$ cat config.mk
export PLATFORM = sky130hd
export DESIGN_NAME = adst_ctrl
export DESIGN_NICKNAME = d
export VERILOG_FILES = /design/src/include/adst_pkg.sv /design/src/verilog/adst_timer.sv /design/src/verilog/adst_ctrl.sv
export SDC_FILE = /design/constraint.sdc
export NUM_CORES = 1
export LEC_CHECK = 0
export ABC_CLOCK_PERIOD_IN_PS = 3300
export BUFFER_PORTS_ARGS = -buffer_cell sky130_fd_sc_hd__buf_2
export CAP_MARGIN = 15
export CORE_MARGIN = 2
export CORE_UTILIZATION = 43
export CTS_CLUSTER_DIAMETER = 60
export CTS_CLUSTER_SIZE = 24
export DETAILED_ROUTE_END_ITERATION = 8
export PLACE_DENSITY = 0.63
export SYNTH_ARGS = -nofsm -noshare
export SYNTH_HDL_FRONTEND = slang
export SYNTH_HIERARCHICAL = 1
export SYNTH_SLANG_ARGS = --single-unit
$ cat constraint.sdc
create_clock -name i_clk -period 3.3 [get_ports i_clk]
set_input_delay 0.33 -clock i_clk [delete_from_list [all_inputs] [get_ports i_clk]]
set_output_delay 0.33 -clock i_clk [all_outputs]
set_load 0.05 [all_outputs]
$ cat src/include/adst_pkg.sv
package adst_pkg;
  localparam int SMPL_FLD_W = 3;
  localparam int CVT_FLD_W = 5;
  localparam int CNT_W = 12;
  localparam int RES_W = 10;
  localparam logic [SMPL_FLD_W-1:0] SMPL_FLD_RESET = 3'h5;
  localparam logic [CVT_FLD_W-1:0] CVT_FLD_RESET = 5'h12;
  localparam logic MODE10_RESET = 1'b1;
  localparam logic [CNT_W-1:0] SMPL_MULT = 12'h008;
  localparam logic [CNT_W-1:0] SMPL_EXTRA = 12'h002;
  localparam logic [CNT_W-1:0] CVT_MULT = 12'h002;
  localparam logic [CNT_W-1:0] CVT_EXTRA = 12'h003;
  localparam logic [CNT_W-1:0] BITS_8 = 12'h008;
  localparam logic [CNT_W-1:0] BITS_10 = 12'h00a;
  typedef enum logic [1:0] {
    ADST_IDLE = 2'b00,
    ADST_SAMPLE = 2'b01,
    ADST_CONVERT = 2'b11
  } adst_state_t;
endpackage : adst_pkg

$ cat src/verilog/adst_timer.sv
`timescale 1ns/1ps
module adst_timer (
  input wire logic i_clk,
  input wire logic i_rst,
  input wire logic i_load,
  input wire logic [adst_pkg::CNT_W-1:0] i_len,
  output logic o_done
);
  logic [adst_pkg::CNT_W-1:0] count;
  always_ff @(posedge i_clk) begin
    if (i_rst) begin
      count <= '0;
    end else if (i_load) begin
      count <= i_len;
    end else if (count != '0) begin
      count <= count - 12'h001;
    end
  end
  // one pulse on the last clock of the loaded length
  // no term on i_load here: the reload itself depends on this flag
  assign o_done = (count == 12'h001);
endmodule : adst_timer

$ cat src/verilog/adst_ctrl.sv
`timescale 1ns/1ps
module adst_ctrl (
  input wire logic i_clk,
  input wire logic i_rst,
  input wire logic i_time_we,
  input wire logic [adst_pkg::SMPL_FLD_W-1:0] i_sample_length_field,
  input wire logic [adst_pkg::CVT_FLD_W-1:0] i_convert_length_field,
  input wire logic i_mode_10bit,
  input wire logic i_start,
  input wire logic [adst_pkg::RES_W-1:0] i_code,
  output logic o_busy,
  output logic o_sample_connect,
  output logic o_resolve,
  output logic [adst_pkg::RES_W-1:0] o_result,
  output logic o_done
);

  // controller state
  adst_pkg::adst_state_t state;
  adst_pkg::adst_state_t next_state;

  // latched timing setting, defined from reset on
  logic [adst_pkg::SMPL_FLD_W-1:0] sample_len;
  logic [adst_pkg::CVT_FLD_W-1:0] convert_length_field_len;
  logic mode10;

  // phase timer handshake
  logic timer_done;
  logic load;
  logic [adst_pkg::CNT_W-1:0] len;

  // comparator code synchroniser
  logic [adst_pkg::RES_W-1:0] code_meta;
  logic [adst_pkg::RES_W-1:0] code_sync;

  // state decode
  wire logic in_idle;
  wire logic in_sample;
  wire logic in_convert;
  wire logic start_ok;
  wire logic sample_end;
  wire logic convert_end;
  wire logic timing_write_ok;

  // sample length arithmetic
  wire logic [adst_pkg::CNT_W-1:0] sample_field_ext;
  wire logic [adst_pkg::CNT_W-1:0] sample_scaled;
  wire logic [adst_pkg::CNT_W-1:0] sample_cycles;

  // conversion length arithmetic
  wire logic [adst_pkg::CNT_W-1:0] bits;
  wire logic [adst_pkg::CNT_W-1:0] convert_length_field_field_ext;
  wire logic [adst_pkg::CNT_W-1:0] convert_length_field_units;
  wire logic [adst_pkg::CNT_W-1:0] convert_length_field_bit_units;
  wire logic [adst_pkg::CNT_W-1:0] convert_length_field_scaled;
  wire logic [adst_pkg::CNT_W-1:0] convert_length_field_cycles;

  // result formatting
  wire logic [adst_pkg::RES_W-1:0] code_8bit;
  wire logic [adst_pkg::RES_W-1:0] next_result;

  assign in_idle = (state == adst_pkg::ADST_IDLE);
  assign in_sample = (state == adst_pkg::ADST_SAMPLE);
  assign in_convert = (state == adst_pkg::ADST_CONVERT);

  assign o_sample_connect = in_sample;
  assign o_resolve = in_convert;
  assign o_busy = !in_idle;

  // request taken when idle
  // a start while busy is ignored, not queued
  assign start_ok = in_idle && i_start;
  assign sample_end = in_sample && timer_done;
  assign convert_end = in_convert && timer_done;

  // writes while idle
  // a write during conversion is dropped instead of corrupting the phase lengths
  assign timing_write_ok = i_time_we && in_idle;

  always_ff @(posedge i_clk) begin
    if (i_rst) begin
      sample_len <= adst_pkg::SMPL_FLD_RESET;
    end else if (timing_write_ok) begin
      sample_len <= i_sample_length_field;
    end
  end

  always_ff @(posedge i_clk) begin
    if (i_rst) begin
      convert_length_field_len <= adst_pkg::CVT_FLD_RESET;
    end else if (timing_write_ok) begin
      convert_length_field_len <= i_convert_length_field;
    end
  end

  always_ff @(posedge i_clk) begin
    if (i_rst) begin
      mode10 <= adst_pkg::MODE10_RESET;
    end else if (timing_write_ok) begin
      mode10 <= i_mode_10bit;
    end
  end

  assign bits = mode10 ? adst_pkg::BITS_10 : adst_pkg::BITS_8;

  // sample length
  // fields are not clipped: a zero field still gives two clocks
  assign sample_field_ext = {9'h000, sample_len};
  assign sample_scaled = 12'(adst_pkg::SMPL_MULT * sample_field_ext);
  assign sample_cycles = sample_scaled + adst_pkg::SMPL_EXTRA;

  // conversion length
  // worst case 2*10*32+3 fits the counter with room to spare
  assign convert_length_field_field_ext = {7'h00, convert_length_field_len};
  assign convert_length_field_units = convert_length_field_field_ext + 12'h001;
  assign convert_length_field_bit_units = 12'(bits * convert_length_field_units);
  assign convert_length_field_scaled = 12'(adst_pkg::CVT_MULT * convert_length_field_bit_units);
  assign convert_length_field_cycles = convert_length_field_scaled + adst_pkg::CVT_EXTRA;

  // timer reload at each phase entry
  // the reload lands on the edge that ends the sample phase, so no dead cycle
  assign load = start_ok || sample_end;
  assign len = sample_end ? convert_length_field_cycles : sample_cycles;

  always_comb begin
    next_state = state;
    unique case (state)
      adst_pkg::ADST_IDLE: begin
        if (start_ok) begin
          next_state = adst_pkg::ADST_SAMPLE;
        end
      end
      adst_pkg::ADST_SAMPLE: begin
        if (sample_end) begin
          next_state = adst_pkg::ADST_CONVERT;
        end
      end
      adst_pkg::ADST_CONVERT: begin
        if (convert_end) begin
          next_state = adst_pkg::ADST_IDLE;
        end
      end
      // the unused code falls back to idle
      default: begin
        next_state = adst_pkg::ADST_IDLE;
      end
    endcase
  end

  // state register
  always_ff @(posedge i_clk) begin
    if (i_rst) begin
      state <= adst_pkg::ADST_IDLE;
    end else begin
      state <= next_state;
    end
  end

  // phase timer
  adst_timer u_timer (
    .i_clk(i_clk),
    .i_rst(i_rst),
    .i_load(load),
    .i_len(len),
    .o_done(timer_done)
  );

  // comparator bits settle during resolve, long before the capture cycle,
  // so a plain two-flop stage per bit is safe here
  always_ff @(posedge i_clk) begin
    if (i_rst) begin
      code_meta <= '0;
    end else begin
      code_meta <= i_code;
    end
  end

  // only this second stage is read by other logic
  always_ff @(posedge i_clk) begin
    if (i_rst) begin
      code_sync <= '0;
    end else begin
      code_sync <= code_meta;
    end
  end

  assign code_8bit = {code_sync[adst_pkg::RES_W-1:2], 2'b00};
  assign next_result = mode10 ? code_sync : code_8bit;

  // result presented
  // holds until the next conversion ends
  always_ff @(posedge i_clk) begin
    if (i_rst) begin
      o_result <= '0;
    end else if (convert_end) begin
      o_result <= next_result;
    end
  end

  always_ff @(posedge i_clk) begin
    if (i_rst) begin
      o_done <= 1'b0;
    end else begin
      o_done <= convert_end;
    end
  end
endmodule : adst_ctrl

==> results.json, run 1 <==
{
  "gp_congestion": 0.785,
  "syn-cell-area_sq_um": 2480,
  "via_per_inst": 4.93,
  "die_w_um": 80.0,
  "maxCapViolCount": 0,
  "grt.overflow.total": 0,
  "port_buffers": 36,
  "cpPeakStageDelay_ns": 0.40,
  "post_cts_buffers": 0,
  "reg2reg_setup_slack_ns": 0.37,
  "place_area_sq_um": 2730,
  "finish.instance_area_sq_um": 2830,
  "die_area_sq_um": 6390,
  "worst_pin_slew_ns": 0.691,
  "initial_utilization": 0.448,
  "r2r_end": "u_timer/count[10]",
  "avgSynthCellArea_sq_um": 9.26,
  "dp.cells": 371,
  "firstDrtPassIters": 4,
  "ys_warn_count": 6,
  "final_common_cell": "dfxtp_1",
  "slowest_stage": "fa_1",
  "ys_types": 48,
  "synth-simple-area-share": 0.251,
  "grt_pass1_vias": 1764,
  "synth_edf_count": 0,
  "crit_arrival_ns": 3.12,
  "leakagePower_nw": 1.23,
  "cts.hold.buffers_added": 0,
  "drt_wl_total_um": 4650,
  "skew_ns": 0.0102,
  "die_y_um": 80.0,
  "ios": 37,
  "powerDensity_nw_per_um2": 626,
  "cts-htree-levels": 2,
  "clkSinkCount": 54,
  "hold_class": "in2reg",
  "ys_seq_area_frac": 0.436,
  "synth_seq_cells": 54,
  "path_class": "reg2reg",
  "worstPathCellList": "ha_1 > nand3_1 > xnor2_1 > and2_1 > ha_1 > ha_1 > ha_1 > fa_1 > a21o_1 > a21oi_1 > nor2_1 > o21ai_0 > a21oi_1",
  "antenna_cells": 0,
  "ctsResizeCount": 0,
  "area_growth_syn_to_layout_pct": 13.9,
  "clockBufferDepth": 2,
  "cp_max_fo": 4,
  "cts_tree": "yes",
  "preCtsSetupSlack_ns": 0.386,
  "synth_fp_nets": 308,
  "drt_iter0_drc": 93,
  "synth_compound_area_frac": 0.119,
  "synth_fa_ha_area_frac": 0.0888,
  "status": "finished, final reports clean",
  "finalCritPeriodShare": 0.887,
  "finalPower_mw": 1.77,
  "grt_pass1_wl_um": 7980,
  "cts_made_buffers": 5,
  "tns_ns": 0,
  "rsz0062_at_grt": "no",
  "hpwlAfterDp_um": 3230,
  "synth_cells": 268,
  "vias": 1868,
  "synthArstFlopShare": 0,
  "wire_per_inst_um": 12.3,
  "holdWs_ns": 0.214,
  "drc_errors": 0,
  "antenna_found_initial": 0,
  "finalSetupViolations": 0,
  "post-route-min-period_ns": 2.93,
  "synth-xor-area-share": 0.0459,
  "max-vdd-ir-drop_mv": 0.249,
  "coreArea_sq_um": 5540,
  "synth_mux_area_frac": 0.0202,
  "finalNonFillerCells": 379,
  "hold_viol": 0,
  "cp_common_cell": "ha_1",
  "clk-insertion-delay-late_ns": 0.31,
  "ant_nets": 0,
  "start_kind": "flip-flop",
  "clkSlewWorstSetupHoldPaths_ns": 0.10,
  "cts_root_buf": "clkbuf_8",
  "final_cell_mix": "dfxtp_1, buf_2, nand2_1",
  "required_ns": 3.49,
  "cp-end-kind": "flip-flop",
  "synth_top_family_by_area": "simple AND/OR/NAND/NOR gates",
  "synth_top_flop_cell": "dfxtp_1",
  "num_rows": 27,
  "r2r_cells": 13,
  "maxSlewViolCount": 0,
  "critPathLaunch": "convert_length_field_len[0]",
  "layout-drive-gt1-share": 0.205,
  "grt_usage": 0.160,
  "grt_start_max_net_pins": 47,
  "reg2reg_from": "convert_length_field_len[0]",
  "setup_ws_ns": 0.373,
  "endpoint": "u_timer/count[10]",
  "nets": 346,
  "maxSlewHeadroom": 0.539,
  "utilization": 0.510,
  "max_freq_mhz": 342
}
-- report_power, final --
part,leakage [nW],internal [mW],switching [mW],total [mW]
combinational,0.732,0.273,0.288,0.561
sequential,0.444,0.732,0.0942,0.827
clock,0.0491,0.156,0.226,0.382
-- kinds of logic (layout without fill, tap and decap cells) --
group                      count (synthesis)  count (layout)
and+or+nand+nor                          113             113
DFF                                       54              54
AOI/OAI and AO/OA                         46              46
buffers and inverters                     18              57
adders and majority gates                 17              17
xor gates and xnor gates                  13              13
muxes                                      5               5
other                                      2               2
-- flip-flops by register name, indices dropped and copies added (netlist names) --
register and count:
sample_len 3, u_timer/count 12, o_done 1, code_meta 10, state 2, convert_length_field_len 5, o_result 10, mode10 1
code_sync 10
-- metal layers --
metal  routed length (um)  GRT usage  vias to the layer above
met1                 2300      0.211                      838
met4                   78     0.0610                        0
met3                  204     0.0396                        7
met2                 2060      0.250                       35
met5                    0          0                        -
li1                     -          -                      988
-- worst min path at each step --
| stage | from | to | slack, ns | depth (start not counted) |
|---|---|---|---|---|
| finish | i_code[7] | code_meta[7] | 0.21 | 2 |
| global route | i_code[8] | code_meta[8] | 0.21 | 2 |
| CTS | i_code[7] | code_meta[7] | 0.20 | 2 |
| detailed placement | code_meta[7] | code_sync[7] | 0.42 | 1 |
| global placement | code_meta[4] | code_sync[4] | 0.42 | 1 |
| floorplan | i_rst | code_meta[9] | 0.40 | 1 |
-- synthesized netlist by cell type (2+ instances only) --
master | number | area, sq um
nand4_1 | 2 | 12.5
xor2_1 | 3 | 26.3
conb_1 | 2 | 7.51
nor2b_1 | 24 | 150
o21ai_0 | 10 | 50.1
xnor2_1 | 10 | 87.6
nand2_1 | 34 | 128
inv_1 | 7 | 26.3
nor3_1 | 3 | 15.0
a21oi_1 | 19 | 95.1
nand3_1 | 9 | 45.0
a211o_1 | 2 | 17.5
o31ai_1 | 2 | 15.0
nor4_1 | 4 | 25.0
nor2_1 | 13 | 48.8
clkbuf_1 | 7 | 26.3
ha_1 | 16 | 200
and2_1 | 8 | 50.1
dfxtp_1 | 54 | 1080
a211o_2 | 4 | 40.0
nand2b_1 | 2 | 12.5
mux2i_1 | 5 | 50.1
buf_6 | 3 | 33.8
-- cell type report --
| cell class | count | area [sq um] |
|---|---|---|
| Clock buffer | 5 | 68.8 |
| Clock inverter | 3 | 26.3 |
| Fill cell | 540 | 2710 |
| Inverter | 7 | 26.3 |
| Multi-Input combinational cell | 196 | 1310 |
| Sequential cell | 54 | 1080 |
| Tap cell | 72 | 90.1 |
| Timing Repair Buffer | 42 | 225 |
-- worst max-delay path, delay by kind of cell (launching register included) --
kind | cells | cell delay, ns
XOR/XNOR | 1 | 0.15
adder cells (fa/ha/maj) | 5 | 1.42
flip-flops | 1 | 0.39
AO/OA/AOI/OAI | 4 | 0.55
AND/OR/NAND/NOR | 3 | 0.31
No activity file was read; power rests on OpenSTA's default activity.
==> inputs of run 2 (changes only) <==
--- a/config.mk
+++ b/config.mk
@@ -5,7 +5,7 @@
 export SDC_FILE = /design/constraint.sdc
 export NUM_CORES = 1
 export LEC_CHECK = 0
-export ABC_CLOCK_PERIOD_IN_PS = 3300
+export ABC_CLOCK_PERIOD_IN_PS = 3800
 export BUFFER_PORTS_ARGS = -buffer_cell sky130_fd_sc_hd__buf_2
 export CAP_MARGIN = 15
 export CORE_MARGIN = 2
==> constraint.sdc (replaced) <==
create_clock -name i_clk -period 3.8 [get_ports i_clk]
set_input_delay 0.38 -clock i_clk [delete_from_list [all_inputs] [get_ports i_clk]]
set_output_delay 0.38 -clock i_clk [all_outputs]
set_load 0.05 [all_outputs]
==> results.json, run 2 (synthesis results as in run 1) <==
{
  "rsz0062_at_grt": "no",
  "maxSlewViolCount": 0,
  "die_area_sq_um": 6390,
  "drc_errors": 0,
  "cts-htree-levels": 2,
  "required_ns": 3.99,
  "die_w_um": 80.0,
  "hold_viol": 0,
  "ctsResizeCount": 0,
  "final_common_cell": "dfxtp_1",
  "gp_congestion": 0.828,
  "grt_pass1_wl_um": 7890,
  "antenna_cells": 0,
  "wire_per_inst_um": 12.1,
  "grt.overflow.total": 0,
  "finalNonFillerCells": 376,
  "post-route-min-period_ns": 2.93,
  "grt_pass1_vias": 1714,
  "num_rows": 27,
  "p_int_mw": 1.01,
  "clockPowerShare": 0.219,
  "via_per_inst": 4.93,
  "max_freq_mhz": 341,
  "path_class": "reg2reg",
  "grt_usage": 0.158,
  "clockBufferDepth": 2,
  "grt_start_max_net_pins": 47,
  "cp-end-kind": "flip-flop",
  "leakagePower_nw": 1.21,
  "final_cell_mix": "dfxtp_1, buf_2, nand2_1",
  "comb_power_share": 0.318,
  "start_kind": "flip-flop",
  "cp_max_fo": 4,
  "max-vdd-ir-drop_mv": 0.229,
  "regMostFlops": "u_timer/count",
  "power_frac_seq": 0.463,
  "post_cts_buffers": 0,
  "clkSlewWorstSetupHoldPaths_ns": 0.10,
  "initial_utilization": 0.448,
  "drt_wl_total_um": 4540,
  "firstDrtPassIters": 4,
  "clkSinkCount": 54,
  "worst_pin_slew_ns": 0.817,
  "hpwlAfterDp_um": 3180,
  "largest_reg_flops": 12,
  "antenna_found_initial": 0,
  "p_sw_mw": 0.533,
  "swShare": 0.345,
  "crit_arrival_ns": 3.12,
  "reg2reg_setup_slack_ns": 0.87,
  "cts.hold.buffers_added": 0,
  "ios": 37,
  "dp.cells": 368,
  "cts_tree": "yes",
  "tns_ns": 0,
  "finalSetupViolations": 0,
  "skew_ns": 0.00699,
  "cts_root_buf": "clkbuf_8",
  "fillers": 563,
  "area_growth_syn_to_layout_pct": 13.0,
  "status": "finished, final reports clean",
  "layout-drive-gt1-share": 0.197,
  "cts_made_buffers": 5,
  "finalCritPeriodShare": 0.772,
  "port_buffers": 36,
  "maxCapViolCount": 0,
  "finalPower_mw": 1.55,
  "clk-insertion-delay-late_ns": 0.31,
  "drt_iter0_drc": 86,
  "hold_class": "in2reg",
  "die_y_um": 80.0,
  "maxSlewHeadroom": 0.456,
  "ant_nets": 0,
  "nets": 343,
  "powerDensity_nw_per_um2": 551,
  "vias": 1855,
  "coreArea_sq_um": 5540
}
[run 2: cell count changes in the layout (fill, tap and decap cells not counted), sizes merged]
cell,before,now
buf,42,39
[run 2: through the flow]
stage / hold slack, ns / worst slack, ns / utilization / cell area [sq um]
after global placement: 0.417 / 0.924 / 0.489 / 2710
after floorplan: 0.414 / 1.04 / - / 2480
final: 0.264 / 0.866 / 0.506 / 2800
after detailed placement: 0.424 / 0.855 / 0.489 / 2710
after CTS: 0.253 / 0.855 / 0.506 / 2800
after global routing: 0.261 / 0.542 / 0.506 / 2800
[run 2: metal layers]
layer / global-route usage / vias up / share of wire
met3: 0.0373 / 7 / 0.045
met5: 0 / - / 0
met1: 0.214 / 830 / 0.49
met2: 0.243 / 37 / 0.45
met4: 0.0559 / 0 / 0.017
li1: - / 981 / -
[run 2: path summary, 6_finish.rpt]
kind                                          end                        start  cells past startpoint
worst min register to register        o_result[8]                 code_sync[8]                      2
worst max register to register  u_timer/count[10]  convert_length_field_len[0]                     13
worst min-delay path                 code_meta[4]                    i_code[4]                      2
worst max-delay path            u_timer/count[10]  convert_length_field_len[0]                     13
[run 2: power by group through the flow]
stage / clock network (mW) / registers (mW) / logic [mW]
after floorplan: 0 / 0.709 / 0.383
after global placement: 0 / 0.729 / 0.485
after detailed placement: 0 / 0.728 / 0.485
after CTS: 0.354 / 0.716 / 0.491
after global routing: 0.373 / 0.731 / 0.555
final: 0.339 / 0.716 / 0.492
[run 2: final cells by class]
cell class | instances | area (sq um) | share of cell area
Clock buffer | 5 | 68.8 | 0.0245
Clock inverter | 3 | 26.3 | 0.00937
Inverter | 7 | 26.3 | 0.00937
Multi-Input combinational cell | 196 | 1310 | 0.467
Sequential cell | 54 | 1080 | 0.386
Tap cell | 72 | 90.1 | 0.0321
Timing Repair Buffer | 39 | 203 | 0.0723
[run 2: worst max-delay path: stages (launching register included)]
cell     delay (ns)
dfxtp_1        0.38
ha_1           0.20
nand3_1        0.10
xnor2_1        0.15
and2_1         0.16
ha_1           0.30
ha_1           0.30
ha_1           0.23
fa_1           0.41
a21o_1         0.19
a21oi_1        0.14
nor2_1         0.05
o21ai_0        0.16
a21oi_1        0.06
